File: src/trig_seq_pkg.sv
// Shared constants and types for the program trigger sequencer.
// Assumes a 125 MHz system clock and an AXI4-Lite register port.
package trig_seq_pkg;
   localparam int ADDR_W = 8;
   localparam int DATA_W = 32;

   // Register byte offsets
   localparam logic [ADDR_W-1:0] OFS_CTRL = 8'h00;
   localparam logic [ADDR_W-1:0] OFS_INTERVAL = 8'h04;
   localparam logic [ADDR_W-1:0] OFS_PERIOD = 8'h08;
   localparam logic [ADDR_W-1:0] OFS_CMD = 8'h0C;
   localparam logic [ADDR_W-1:0] OFS_STATUS = 8'h10;

   // Control fields
   localparam int CTRL_W = 5;
   localparam int CTRL_MEND_BIT = 0;
   localparam int CTRL_MSRC_LSB = 1;
   localparam int CTRL_COAX_LSB = 3;
   localparam logic [CTRL_W-1:0] CTRL_RST = 5'h00;

   // Command bits, write-one pulses
   localparam int CMD_RUN_BIT = 0;
   localparam int CMD_STEP_BIT = 1;
   localparam int CMD_PAUSE_BIT = 2;
   localparam int CMD_CONT_BIT = 3;
   localparam int CMD_TOGGLE_BIT = 4;
   localparam int CMD_TRG_BIT = 5;

   // Status fields
   localparam int ST_RUN_BIT = 0;
   localparam int ST_PAUSE_BIT = 1;
   localparam int ST_SERR_BIT = 2;
   localparam int ST_BUSY_BIT = 3;
   localparam int ST_MBUSY_BIT = 4;
   localparam int ST_STEP_LSB = 16;

   // Program interval in clock cycles; timer period in 0.1 s ticks
   localparam logic [DATA_W-1:0] INTERVAL_RST = 32'h0000_0100;
   localparam logic [15:0] PERIOD_RST = 16'h000A;
   localparam logic [15:0] PERIOD_MIN = 16'h0001;
   localparam logic [15:0] PERIOD_MAX = 16'h8CA0;

   // Timing
   localparam int CLK_PERIOD_NS = 8;
   localparam int TICK_NS = 100_000_000;
   localparam int SETTLE_MS = 10;
   localparam int TICK_CYCLES_DEF = TICK_NS / CLK_PERIOD_NS;
   localparam int SETTLE_CYCLES_DEF = SETTLE_MS * 1_000_000 / CLK_PERIOD_NS;

   localparam logic [1:0] RESP_OKAY = 2'h0;
   localparam logic [1:0] RESP_SLVERR = 2'h2;

   typedef enum logic [1:0] {MSRC_TIMER, MSRC_IMMED, MSRC_READY, MSRC_COMM} meas_src_t;
   typedef enum logic [1:0] {COAX_STATE, COAX_TRIG, COAX_READY, COAX_SPARE} coax_mode_t;

   typedef struct packed {
      logic awvalid;
      logic [ADDR_W-1:0] awaddr;
      logic wvalid;
      logic [DATA_W-1:0] wdata;
      logic [3:0] wstrb;
      logic bready;
      logic arvalid;
      logic [ADDR_W-1:0] araddr;
      logic rready;
   } axil_in_t;

   typedef struct packed {
      logic awready;
      logic wready;
      logic bvalid;
      logic [1:0] bresp;
      logic arready;
      logic rvalid;
      logic [DATA_W-1:0] rdata;
      logic [1:0] rresp;
   } axil_out_t;
endpackage : trig_seq_pkg

File: src/program_trigger_sequencer.sv
// Program and measurement trigger sequencer with AXI4-Lite registers.
// Assumes keys, meas_done, source_changed and output_on are synchronous to aclk;
// the three connector pins are asynchronous and are synchronised here.
//
// How it works
// Run restarts the program at step one, then advances each interval.
// Normal mode moves one step per program interval expiry.
// Single step runs the present step and stops when the interval ends.
// Hold pauses; a second hold resumes keeping the remaining interval time.
// Falling edge on chain or coax trigger input acts as a step request.
// Measure-done mode advances on each measurement completion, ignoring the interval.
// Software must choose source-change completion as measurement source for measure-done.
// Measure-done mode ignores run, step and hold keys and the interval.
// Measurement timer fires periodically, period 0.1 s up to 3600.0 s.
// Measurement timer restarts from zero when the output switches on.
// Immediate mode starts the next measurement on each completion.
// Source-change completion fires 10 ms after each source level change.
// Command trigger mode starts a measurement on the trigger command.
// Normal mode: busy output low at program trigger, high at interval expiry.
// Measure-done mode: busy output pulses low once per program trigger.
// Pause, continue and toggle commands act like the hold key.
// A measurement trigger during a measurement sets the sampling error.
// Run, step or external trigger while running sets the sampling error.
// Program trigger is driven onto the chain and coax outputs.
// Chain carries program triggers and output state to the next unit.
// Coax connectors select output state, program trigger or ready signals.
// Measure-done mode only takes effect when the measurement option is fitted.
// External inputs pass two flip-flops before falling-edge detection.
`timescale 1ns/1ns
module program_trigger_sequencer #(
   parameter int unsigned TICK_CYCLES = trig_seq_pkg::TICK_CYCLES_DEF,
   parameter int unsigned SETTLE_CYCLES = trig_seq_pkg::SETTLE_CYCLES_DEF,
   parameter int unsigned STEP_W = 16
) (
   input wire logic aclk,
   input wire logic aresetn,
   input wire trig_seq_pkg::axil_in_t axil_in,
   output trig_seq_pkg::axil_out_t axil_out,
   input wire logic key_run,
   input wire logic key_step,
   input wire logic key_hold,
   input wire logic meas_option_fitted,
   input wire logic meas_done,
   input wire logic source_changed,
   input wire logic output_on,
   input wire logic trigger_input_pin,
   input wire logic coax_in_pin,
   input wire logic chain_state_in_pin,
   output logic trigger_busy_output,
   output logic chain_state_out,
   output logic coax_out,
   output logic meas_start,
   output logic step_advance,
   output logic sampling_error
);
   import trig_seq_pkg::*;

   localparam int PRE_W = $clog2(TICK_CYCLES + 1);
   localparam int SET_W = $clog2(SETTLE_CYCLES + 1);
   localparam logic [PRE_W-1:0] PRE_LAST = PRE_W'(TICK_CYCLES - 1);
   localparam logic [SET_W-1:0] SET_LOAD = SET_W'(SETTLE_CYCLES);

   typedef enum logic [1:0] {PRG_IDLE, PRG_RUN, PRG_SINGLE, PRG_PAUSE} prg_state_t;

   function automatic logic [DATA_W-1:0] wmerge(input logic [DATA_W-1:0] old_v,
                                               input logic [DATA_W-1:0] new_v,
                                               input logic [3:0] strb);
      logic [DATA_W-1:0] res;
      res = old_v;
      for (int i = 0; i < 4; i++) begin
         if (strb[i]) begin
            res[i*8 +: 8] = new_v[i*8 +: 8];
         end
      end
      return res;
   endfunction : wmerge

   // Register bus state
   axil_out_t bus_r;
   logic aw_got_r;
   logic w_got_r;
   logic [ADDR_W-1:0] waddr_r;
   logic [DATA_W-1:0] wdata_r;
   logic [3:0] wstrb_r;
   logic [CTRL_W-1:0] ctrl_r;
   logic [DATA_W-1:0] interval_r;
   logic [15:0] period_r;

   // Pin synchronisers: index 0 chain trigger, 1 coax, 2 chain state
   logic [2:0] pin_raw;
   logic [2:0] sync1_r;
   logic [2:0] sync2_r;
   logic [2:0] sync3_r;

   // Program and measurement state
   prg_state_t state_r;
   prg_state_t state_nxt;
   prg_state_t ret_r;
   prg_state_t ret_nxt;
   logic [DATA_W-1:0] ivl_r;
   logic [DATA_W-1:0] ivl_nxt;
   logic [STEP_W-1:0] step_r;
   logic [STEP_W-1:0] step_nxt;
   logic trig_start;
   logic trig_now;
   logic expire;
   logic busy_r;
   logic busy_nxt;
   logic adv_r;
   logic serr_r;
   logic mbusy_r;
   logic mstart_r;
   logic option_r;
   logic out_state_prev_r;
   logic [PRE_W-1:0] pre_r;
   logic [15:0] per_r;
   logic [SET_W-1:0] settle_r;
   logic ready_r;
   logic chain_out_r;
   logic coax_r;

   // Bus decode
   wire write_fire = aw_got_r && w_got_r && !bus_r.bvalid;
   wire read_fire = axil_in.arvalid && bus_r.arready;
   wire wr_ctrl = write_fire && waddr_r == OFS_CTRL;
   wire wr_ivl = write_fire && waddr_r == OFS_INTERVAL;
   wire wr_per = write_fire && waddr_r == OFS_PERIOD;
   wire wr_cmd = write_fire && waddr_r == OFS_CMD;
   wire wr_stat = write_fire && waddr_r == OFS_STATUS;
   wire wr_hit = wr_ctrl || wr_ivl || wr_per || wr_cmd || wr_stat;
   wire [DATA_W-1:0] wval = wmerge(32'h0000_0000, wdata_r, wstrb_r);
   wire [DATA_W-1:0] per_m = wmerge({16'h0000, period_r}, wdata_r, wstrb_r);
   wire [DATA_W-1:0] ctrl_m = wmerge({27'h000_0000, ctrl_r}, wdata_r, wstrb_r);
   wire [15:0] per_w = per_m[31:16] != 16'h0000 ? PERIOD_MAX : per_m[15:0];
   wire [15:0] per_clamped = per_w < PERIOD_MIN ? PERIOD_MIN : (per_w > PERIOD_MAX ? PERIOD_MAX : per_w);
   wire cmd_run = wr_cmd && wval[CMD_RUN_BIT];
   wire cmd_step = wr_cmd && wval[CMD_STEP_BIT];
   wire cmd_pause = wr_cmd && wval[CMD_PAUSE_BIT];
   wire cmd_cont = wr_cmd && wval[CMD_CONT_BIT];
   wire cmd_toggle = wr_cmd && wval[CMD_TOGGLE_BIT];
   wire cmd_trg = wr_cmd && wval[CMD_TRG_BIT];
   wire serr_clr = wr_stat && wval[ST_SERR_BIT];

   // Mode decode
   wire mend = ctrl_r[CTRL_MEND_BIT] && option_r;
   wire [1:0] msrc = ctrl_r[CTRL_MSRC_LSB +: 2];
   wire [1:0] coax_mode = ctrl_r[CTRL_COAX_LSB +: 2];
   wire coax_is_trig = coax_mode == COAX_TRIG;
   wire coax_is_state = coax_mode == COAX_STATE;

   // Edge detect reads only stages two and three
   wire [2:0] fall = sync3_r & ~sync2_r;
   wire ext_trig = fall[0] || (fall[1] && coax_is_trig);
   wire keys_ok = !mend;
   wire run_req = (key_run && keys_ok) || cmd_run;
   wire step_req = ((key_step || ext_trig) && keys_ok) || cmd_step;
   wire hold_tog = (key_hold && keys_ok) || cmd_toggle;
   wire pause_req = hold_tog || cmd_pause;
   wire resume_req = hold_tog || cmd_cont;
   wire prog_active = state_r == PRG_RUN || state_r == PRG_SINGLE;
   wire prog_err = (run_req || step_req) && prog_active;

   // Output state, local or from upstream unit
   wire out_state = output_on || sync2_r[2] || (coax_is_state && sync2_r[1]);
   wire out_on_rise = out_state && !out_state_prev_r;

   // Measurement triggers
   wire tick = pre_r == PRE_LAST;
   wire tmr_fire = tick && per_r >= period_r - 16'h0001;
   wire ready_evt = settle_r == SET_W'(1);
   wire meas_trig = (msrc == MSRC_TIMER && tmr_fire)
                 || (msrc == MSRC_IMMED && (meas_done || out_on_rise))
                 || (msrc == MSRC_READY && ready_evt)
                 || (msrc == MSRC_COMM && cmd_trg);
   wire meas_ok = meas_trig && (!mbusy_r || meas_done);
   wire meas_err = meas_trig && mbusy_r && !meas_done;

   wire [DATA_W-1:0] status_v = {STEP_W'(0) | step_r, 11'h000, mbusy_r, busy_r, serr_r,
                                 state_r == PRG_PAUSE, prog_active};
   wire [DATA_W-1:0] rd_mux =
      axil_in.araddr == OFS_CTRL ? {27'h000_0000, ctrl_r} :
      axil_in.araddr == OFS_INTERVAL ? interval_r :
      axil_in.araddr == OFS_PERIOD ? {16'h0000, period_r} :
      axil_in.araddr == OFS_STATUS ? status_v : 32'h0000_0000;
   wire rd_hit = axil_in.araddr == OFS_CTRL || axil_in.araddr == OFS_INTERVAL
              || axil_in.araddr == OFS_PERIOD || axil_in.araddr == OFS_CMD
              || axil_in.araddr == OFS_STATUS;

   // Program sequencer
   always_comb begin
      state_nxt = state_r;
      ret_nxt = ret_r;
      ivl_nxt = ivl_r;
      step_nxt = step_r;
      trig_start = 1'b0;
      trig_now = 1'b0;
      expire = 1'b0;
      if (run_req && !prog_active) begin
         state_nxt = PRG_RUN;
         step_nxt = STEP_W'(1);
         ivl_nxt = interval_r;
         trig_start = 1'b1;
         trig_now = 1'b1;
      end else if (step_req && !prog_active) begin
         state_nxt = PRG_SINGLE;
         ivl_nxt = interval_r;
         trig_start = 1'b1;
         trig_now = 1'b1;
      end else begin
         case (state_r)
            PRG_RUN, PRG_SINGLE: begin
               if (pause_req) begin
                  ret_nxt = state_r;
                  state_nxt = PRG_PAUSE;
               end else if (mend) begin
                  if (meas_done) begin
                     step_nxt = step_r + STEP_W'(1);
                     trig_now = 1'b1;
                     if (state_r == PRG_SINGLE) begin
                        state_nxt = PRG_IDLE;
                     end
                  end
               end else if (ivl_r <= 32'h0000_0001) begin
                  expire = 1'b1;
                  step_nxt = step_r + STEP_W'(1);
                  if (state_r == PRG_RUN) begin
                     ivl_nxt = interval_r;
                     trig_now = 1'b1;
                  end else begin
                     state_nxt = PRG_IDLE;
                  end
               end else begin
                  ivl_nxt = ivl_r - 32'h0000_0001;
               end
            end
            PRG_PAUSE: begin
               if (resume_req) begin
                  state_nxt = ret_r;
               end
            end
            default: begin
               state_nxt = PRG_IDLE;
            end
         endcase
      end
   end

   // Busy output: held low per interval, or a one-cycle dip in measure-done mode
   always_comb begin
      if (mend) begin
         busy_nxt = !trig_now;
      end else if (trig_start) begin
         busy_nxt = 1'b0;
      end else if (expire) begin
         busy_nxt = 1'b1;
      end else if (state_r == PRG_RUN && busy_r) begin
         busy_nxt = 1'b0;
      end else begin
         busy_nxt = busy_r;
      end
   end

   assign pin_raw = {chain_state_in_pin, coax_in_pin, trigger_input_pin};

   generate
      for (genvar g = 0; g < 3; g++) begin : g_sync
         always_ff @(posedge aclk) begin
            if (!aresetn) begin
               sync1_r[g] <= 1'b1;
               sync2_r[g] <= 1'b1;
               sync3_r[g] <= 1'b1;
            end else begin
               sync1_r[g] <= pin_raw[g];
               sync2_r[g] <= sync1_r[g];
               sync3_r[g] <= sync2_r[g];
            end
         end
      end
   endgenerate

   // Bus handshake; write and read each one at a time
   always_ff @(posedge aclk) begin
      if (!aresetn) begin
         bus_r <= '0;
         aw_got_r <= 1'b0;
         w_got_r <= 1'b0;
         waddr_r <= '0;
         wdata_r <= '0;
         wstrb_r <= '0;
      end else begin
         bus_r.awready <= axil_in.awvalid && !aw_got_r && !bus_r.awready && !bus_r.bvalid;
         bus_r.wready <= axil_in.wvalid && !w_got_r && !bus_r.wready && !bus_r.bvalid;
         if (axil_in.awvalid && bus_r.awready) begin
            aw_got_r <= 1'b1;
            waddr_r <= axil_in.awaddr;
         end
         if (axil_in.wvalid && bus_r.wready) begin
            w_got_r <= 1'b1;
            wdata_r <= axil_in.wdata;
            wstrb_r <= axil_in.wstrb;
         end
         if (write_fire) begin
            aw_got_r <= 1'b0;
            w_got_r <= 1'b0;
            bus_r.bvalid <= 1'b1;
            bus_r.bresp <= wr_hit ? RESP_OKAY : RESP_SLVERR;
         end else if (axil_in.bready) begin
            bus_r.bvalid <= 1'b0;
         end
         bus_r.arready <= axil_in.arvalid && !bus_r.arready && !bus_r.rvalid;
         if (read_fire) begin
            bus_r.rvalid <= 1'b1;
            bus_r.rdata <= rd_mux;
            bus_r.rresp <= rd_hit ? RESP_OKAY : RESP_SLVERR;
         end else if (axil_in.rready) begin
            bus_r.rvalid <= 1'b0;
         end
      end
   end

   always_ff @(posedge aclk) begin
      if (!aresetn) begin
         ctrl_r <= CTRL_RST;
         interval_r <= INTERVAL_RST;
         period_r <= PERIOD_RST;
      end else begin
         if (wr_ctrl) begin
            ctrl_r <= ctrl_m[CTRL_W-1:0];
         end
         if (wr_ivl) begin
            interval_r <= wmerge(interval_r, wdata_r, wstrb_r);
         end
         if (wr_per) begin
            period_r <= per_clamped;
         end
      end
   end

   always_ff @(posedge aclk) begin
      if (!aresetn) begin
         state_r <= PRG_IDLE;
         ret_r <= PRG_RUN;
         ivl_r <= '0;
         step_r <= STEP_W'(1);
         busy_r <= 1'b1;
         adv_r <= 1'b0;
      end else begin
         state_r <= state_nxt;
         ret_r <= ret_nxt;
         ivl_r <= ivl_nxt;
         step_r <= step_nxt;
         busy_r <= busy_nxt;
         adv_r <= step_nxt != step_r && !trig_start;
      end
   end

   // Sampling error: a new error wins over a clear in the same cycle
   always_ff @(posedge aclk) begin
      if (!aresetn) begin
         serr_r <= 1'b0;
      end else begin
         serr_r <= prog_err || meas_err || (serr_r && !serr_clr);
      end
   end

   always_ff @(posedge aclk) begin
      if (!aresetn) begin
         mbusy_r <= 1'b0;
         mstart_r <= 1'b0;
      end else begin
         mstart_r <= meas_ok;
         mbusy_r <= meas_ok || (mbusy_r && !meas_done);
      end
   end

   // Strap caught on the clock, after reset release
   always_ff @(posedge aclk) begin
      if (!aresetn) begin
         option_r <= 1'b0;
         out_state_prev_r <= 1'b0;
      end else begin
         option_r <= meas_option_fitted;
         out_state_prev_r <= out_state;
      end
   end

   // Measurement timer, counted in 0.1 s ticks
   always_ff @(posedge aclk) begin
      if (!aresetn || out_on_rise) begin
         pre_r <= '0;
         per_r <= '0;
      end else begin
         pre_r <= tick ? '0 : pre_r + PRE_W'(1);
         if (tmr_fire) begin
            per_r <= '0;
         end else if (tick) begin
            per_r <= per_r + 16'h0001;
         end
      end
   end

   // Settle delay restarts on every level change
   always_ff @(posedge aclk) begin
      if (!aresetn) begin
         settle_r <= '0;
         ready_r <= 1'b0;
      end else begin
         ready_r <= ready_evt;
         if (source_changed) begin
            settle_r <= SET_LOAD;
         end else if (settle_r != '0) begin
            settle_r <= settle_r - SET_W'(1);
         end
      end
   end

   always_ff @(posedge aclk) begin
      if (!aresetn) begin
         chain_out_r <= 1'b0;
         coax_r <= 1'b1;
      end else begin
         chain_out_r <= out_state;
         case (coax_mode)
            COAX_STATE: coax_r <= out_state;
            COAX_TRIG: coax_r <= busy_nxt;
            COAX_READY: coax_r <= !ready_evt;
            default: coax_r <= 1'b1;
         endcase
      end
   end

   assign axil_out = bus_r;
   assign trigger_busy_output = busy_r;
   assign chain_state_out = chain_out_r;
   assign coax_out = coax_r;
   assign meas_start = mstart_r;
   assign step_advance = adv_r;
   assign sampling_error = serr_r;
endmodule : program_trigger_sequencer

File: config.mk
export PLATFORM = sky130hd
export DESIGN_NAME = program_trigger_sequencer
export DESIGN_NICKNAME = d
export VERILOG_FILES = /design/src/trig_seq_pkg.sv /design/src/program_trigger_sequencer.sv
export SDC_FILE = /design/constraint.sdc
export NUM_CORES = 1
export LEC_CHECK = 0
export BUFFER_PORTS_ARGS = -buffer_cell sky130_fd_sc_hd__buf_2
export CORE_ASPECT_RATIO = 0.5
export CORE_UTILIZATION = 64
export DETAILED_ROUTE_END_ITERATION = 12
export PLACE_DENSITY_LB_ADDON = 0.25
export SKIP_LAST_GASP = 1
export SLEW_MARGIN = 20
export SYNTH_ARGS = -nofsm -noshare
export SYNTH_HDL_FRONTEND = slang
export SYNTH_SLANG_ARGS = --single-unit
File: constraint.sdc
create_clock -name aclk -period 7.5 [get_ports aclk]
set_input_delay 0.75 -clock aclk [delete_from_list [all_inputs] [get_ports aclk]]
set_output_delay 0.75 -clock aclk [all_outputs]
set_load 0.005 [all_outputs]
==> PnR_summary.wiki <==
{| class="wikitable"
! Metric !! Value
|-
| Run status || complete, no violations
|-
| Critical path start-end classification || reg2reg
|-
| Wire length the detailed router placed on met1 || ~15000 um
|-
| Worst Path Required || between 7 and 8 ns
|-
| Clock latency on the worst-skew pair || 0.54 ns
|-
| Maximum buffer depth of the clock tree || 3
|-
| Worst-case vdd ir drop || 0.267 mV
|-
| Fraction of synthesized cell area taken by the top area cell type || 0.415
|-
| Total of max-cap violations || 0
|-
| Largest clock skew in the final design || 0.0201 ns
|-
| Post-CTS setup buffer count || 0
|-
| Relative slew slack || 0.244
|-
| Ordered list of cells on the worst path || or4_1 > or3_1 > nand3b_1 > xor2_1 > ha_1 > a21o_1 > a21o_1 > a21oi_1 > o211ai_1 > a31oi_1 > a21oi_1
|-
| Fraction of synthesis flops using an asynchronous set or reset pin || 0
|-
| Period utilization || 0.484
|-
| Port-buffer cells || 113
|-
| Root Buffer Master || clkbuf_16
|-
| Wire length of the first global-routing pass || 56600 um
|-
| Class of the tightest hold or removal check || reg2reg
|-
| Number of nets in the layout || 1756
|-
| Highest attainable clock frequency || 275 MHz
|-
| Area of all placed cells without fillers || 14300 um2
|-
| Post-route minimum period || 3.63 ns
|-
| Number of primary I/O pins || ~120
|-
| Maximum number of pins on one net before global-route repair || 97
|-
| Most area-hungry cell type in the Yosys netlist || dfxtp_1
|-
| Crit end category || flop
|-
| GRT Total Usage || 0.337
|-
| Final setup violating endpoints || 0
|-
| Number of iterations in the first detailed-routing pass || 8
|-
| Yosys warnings || 0
|-
| Layout cells sized above 1 || 0.116
|-
| Transition time at the pin with the least slew margin || 1.13 ns
|-
| Number of buffers inserted for hold repair after clock tree synthesis || 0
|-
| Starting DRC count in detailed routing || 1666
|-
| Highest Signal Layer || met4
|-
| Most used DFF post-synth || dfxtp_1
|-
| Placeable Area || 19600 um2
|-
| Synth Cell Area || 12900 um2
|-
| Top cells by area, synth || dfxtp_1 (42%), nand2_1 (6.3%), a21oi_1 (5.8%), nor2_1 (5.5%), nand3_1 (3.6%)
|-
| Pwr dens || 306 nW/um2
|-
| Routed wl met3 || 3580 um
|-
| Max FO, Critical Path || 5
|-
| Starting density of the core || 0.657
|-
| Std cell rows || 36
|-
| Number of distinct standard cells referenced by the synthesized netlist || 72
|-
| Area of placed instances || 13400 um2
|-
| Clock tree from TritonCTS || yes
|-
| Total of cells resized after clock tree synthesis || 0
|-
| Standard cell with the maximum stage delay on the critical path || a31oi_1
|-
| Number of antenna-violating nets in the routed design || 0
|-
| Mean instance size in the synthesized netlist || 8.00 um2
|-
| Number of max-slew violations in the final report || 0
|-
| Vias || ~12k
|-
| Detailed-route wire length per cell || 18.3 um
|-
| Floorplan die height || approximately 100 um
|-
| Setup repair after global routing missed its margin || no
|-
| Residual DRC count || 0
|-
| Leakage power || 5.27 nW
|-
| Number of antenna violations at the first check in global routing || 5
|-
| Share of the yosys chip area belonging to registers || 0.415
|-
| Data arrival, critical path || 4.03 ns
|-
| Syn-to-layout area delta || 11.0%
|-
| Total congestion overflow after global routing || 0
|-
| Synthesized instance count || 1610
|-
| FILL cells || 1543
|-
| Sum of negative setup slack || 0 ns
|-
| Final Hold Fails || 0
|-
| Met2 Routed Length || 16100 um
|-
| EDFF count, synth || 0
|-
| CTS clock-pin slew for the worst setup and hold paths || 0.07 ns
|-
| Number of global-route vias before repair || 11.4k
|-
| Area enclosed by the die boundary || 20700 um2
|-
| Hold WS || 0.390 ns
|-
| Sort of element at the start of the critical path || flop
|-
| Clock sink total || about 270
|-
| Die Wd || just over 200 um
|-
| Number of buffers created by CTS || 24
|-
| Flops & latches, synth || 267
|-
| Detailed placer's ending HPWL || 24800 um
|-
| Maximum level of the CTS H-tree || 1
|-
| Global placer's final weighted congestion || 0.940
|-
| Avg Vias per Cell || 6.36
|-
| Wire length after detailed routing || 35600 um
|-
| Largest stage delay on the critical path || 0.61 ns
|}
cell families after synthesis:
kind of cell,count (synthesis),synth area share
flip-flops,267,0.415
adder cells (fa/ha/maj),29,0.0282
AO/OA/AOI/OAI,334,0.167
AND/OR/NAND/NOR,773,0.292
multiplexers,10,0.00777
other,1,0.000291
XOR/XNOR,73,0.0497
buffers and inverters,123,0.0409
critical path, delay by kind of cell (launching register included):
family,cells,cell delay [ns]
simple gates,3,1.20
compound gates,6,1.44
fa+ha+maj,1,0.31
xor+xnor,1,0.18
flops,1,0.36
sequential cells by signal, indices dropped and copies added (netlist names), 4 cells and up:
register    count
axil_out       39
interval_r     32
ivl_r          32
wdata_r        32
pre_r          24
settle_r       21
per_r          16
period_r       16
step_r         16
waddr_r         8
ctrl_r          5
wstrb_r         4
per-layer routing:
layer,up-vias,track usage
li1,5833,-
met1,5781,0.431
met2,626,0.565
met3,115,0.0823
met4,0,0.114
met5,-,0
cell usage after synthesis, types with 7 or more instances:
| master | instances |
|---|---|
| clkbuf_1 | 81 |
| a221oi_1 | 28 |
| ha_1 | 29 |
| inv_1 | 19 |
| nand2_1 | 215 |
| buf_2 | 7 |
| nor4b_1 | 8 |
| and3_1 | 20 |
| nor2_1 | 188 |
| nand3_1 | 92 |
| nor4_1 | 28 |
| or3_1 | 12 |
| o211ai_1 | 12 |
| o21a_1 | 9 |
| xor2_1 | 39 |
| buf_4 | 7 |
| and2_1 | 11 |
| nand2b_1 | 29 |
| o22ai_1 | 10 |
| xnor2_1 | 34 |
| mux2i_1 | 10 |
| nor3_1 | 79 |
| a21oi_1 | 150 |
| dfxtp_1 | 267 |
| and4_1 | 8 |
| a211oi_1 | 8 |
| or4_1 | 14 |
| a22o_1 | 7 |
| o21ai_0 | 46 |
| nor3b_1 | 10 |
| a21o_1 | 11 |
| nand4_1 | 25 |
metrics by stage:
step	total power, mW	instances	utilization	setup slack, ns
final	4.38	1944	0.730	3.87
after global routing	4.58	1944	0.730	3.69
after CTS	4.31	1941	0.728	3.99
after detailed placement	3.02	1897	0.686	4.00
after global placement	2.97	1897	0.686	4.13
after floorplan	2.77	1611	-	4.40
cell type report:
class | count | area (um2) | share of cell area
Multi-Input combinational cell | 1221 | 7030 | 0.492
Sequential cell | 267 | 5350 | 0.374
Inverter | 19 | 73.8 | 0.00516
Timing Repair Buffer | 125 | 676 | 0.0473
Clock buffer | 30 | 674 | 0.0472
Clock inverter | 14 | 154 | 0.0108
Antenna cell | 2 | 5.00 | 0.000350
Tap cell | 266 | 333 | 0.0233
where the power goes:
group / switching (mW) / internal [mW] / total, mW
registers: 0.116 / 1.52 / 1.64
logic: 0.934 / 0.509 / 1.44
clock network: 0.579 / 0.717 / 1.30
cell usage in the layout, fill, tap and decap left out, types with 9 or more instances in the layout:
cell	netlist	routed
dfxtp_1	267	267
nand2_1	215	215
nor2_1	188	187
a21oi_1	150	150
buf_2	7	113
nand3_1	92	92
nor3_1	79	79
o21ai_0	46	46
xor2_1	39	39
xnor2_1	34	34
ha_1	29	29
nor4_1	28	28
nand2b_1	29	28
a221oi_1	28	28
nand4_1	25	25
clkbuf_16	0	25
and3_1	20	20
inv_1	19	18
or4_1	14	14
or3_1	12	12
o211ai_1	12	12
a21o_1	11	11
buf_4	7	11
and2_1	11	10
nor3b_1	10	10
mux2i_1	10	10
o22ai_1	10	10
o21a_1	9	9
final timing paths:
kind	slack, ns	endpoint	cells after the start	start
worst max-delay path	3.87	mbusy_r	11	period_r[1]
worst min-delay path	0.39	sync2_r[2]	1	sync1_r[2]
worst max register to register	3.87	mbusy_r	11	period_r[1]
worst min register to register	0.39	sync2_r[2]	1	sync1_r[2]
No activity file was read; power rests on OpenSTA's default activity.
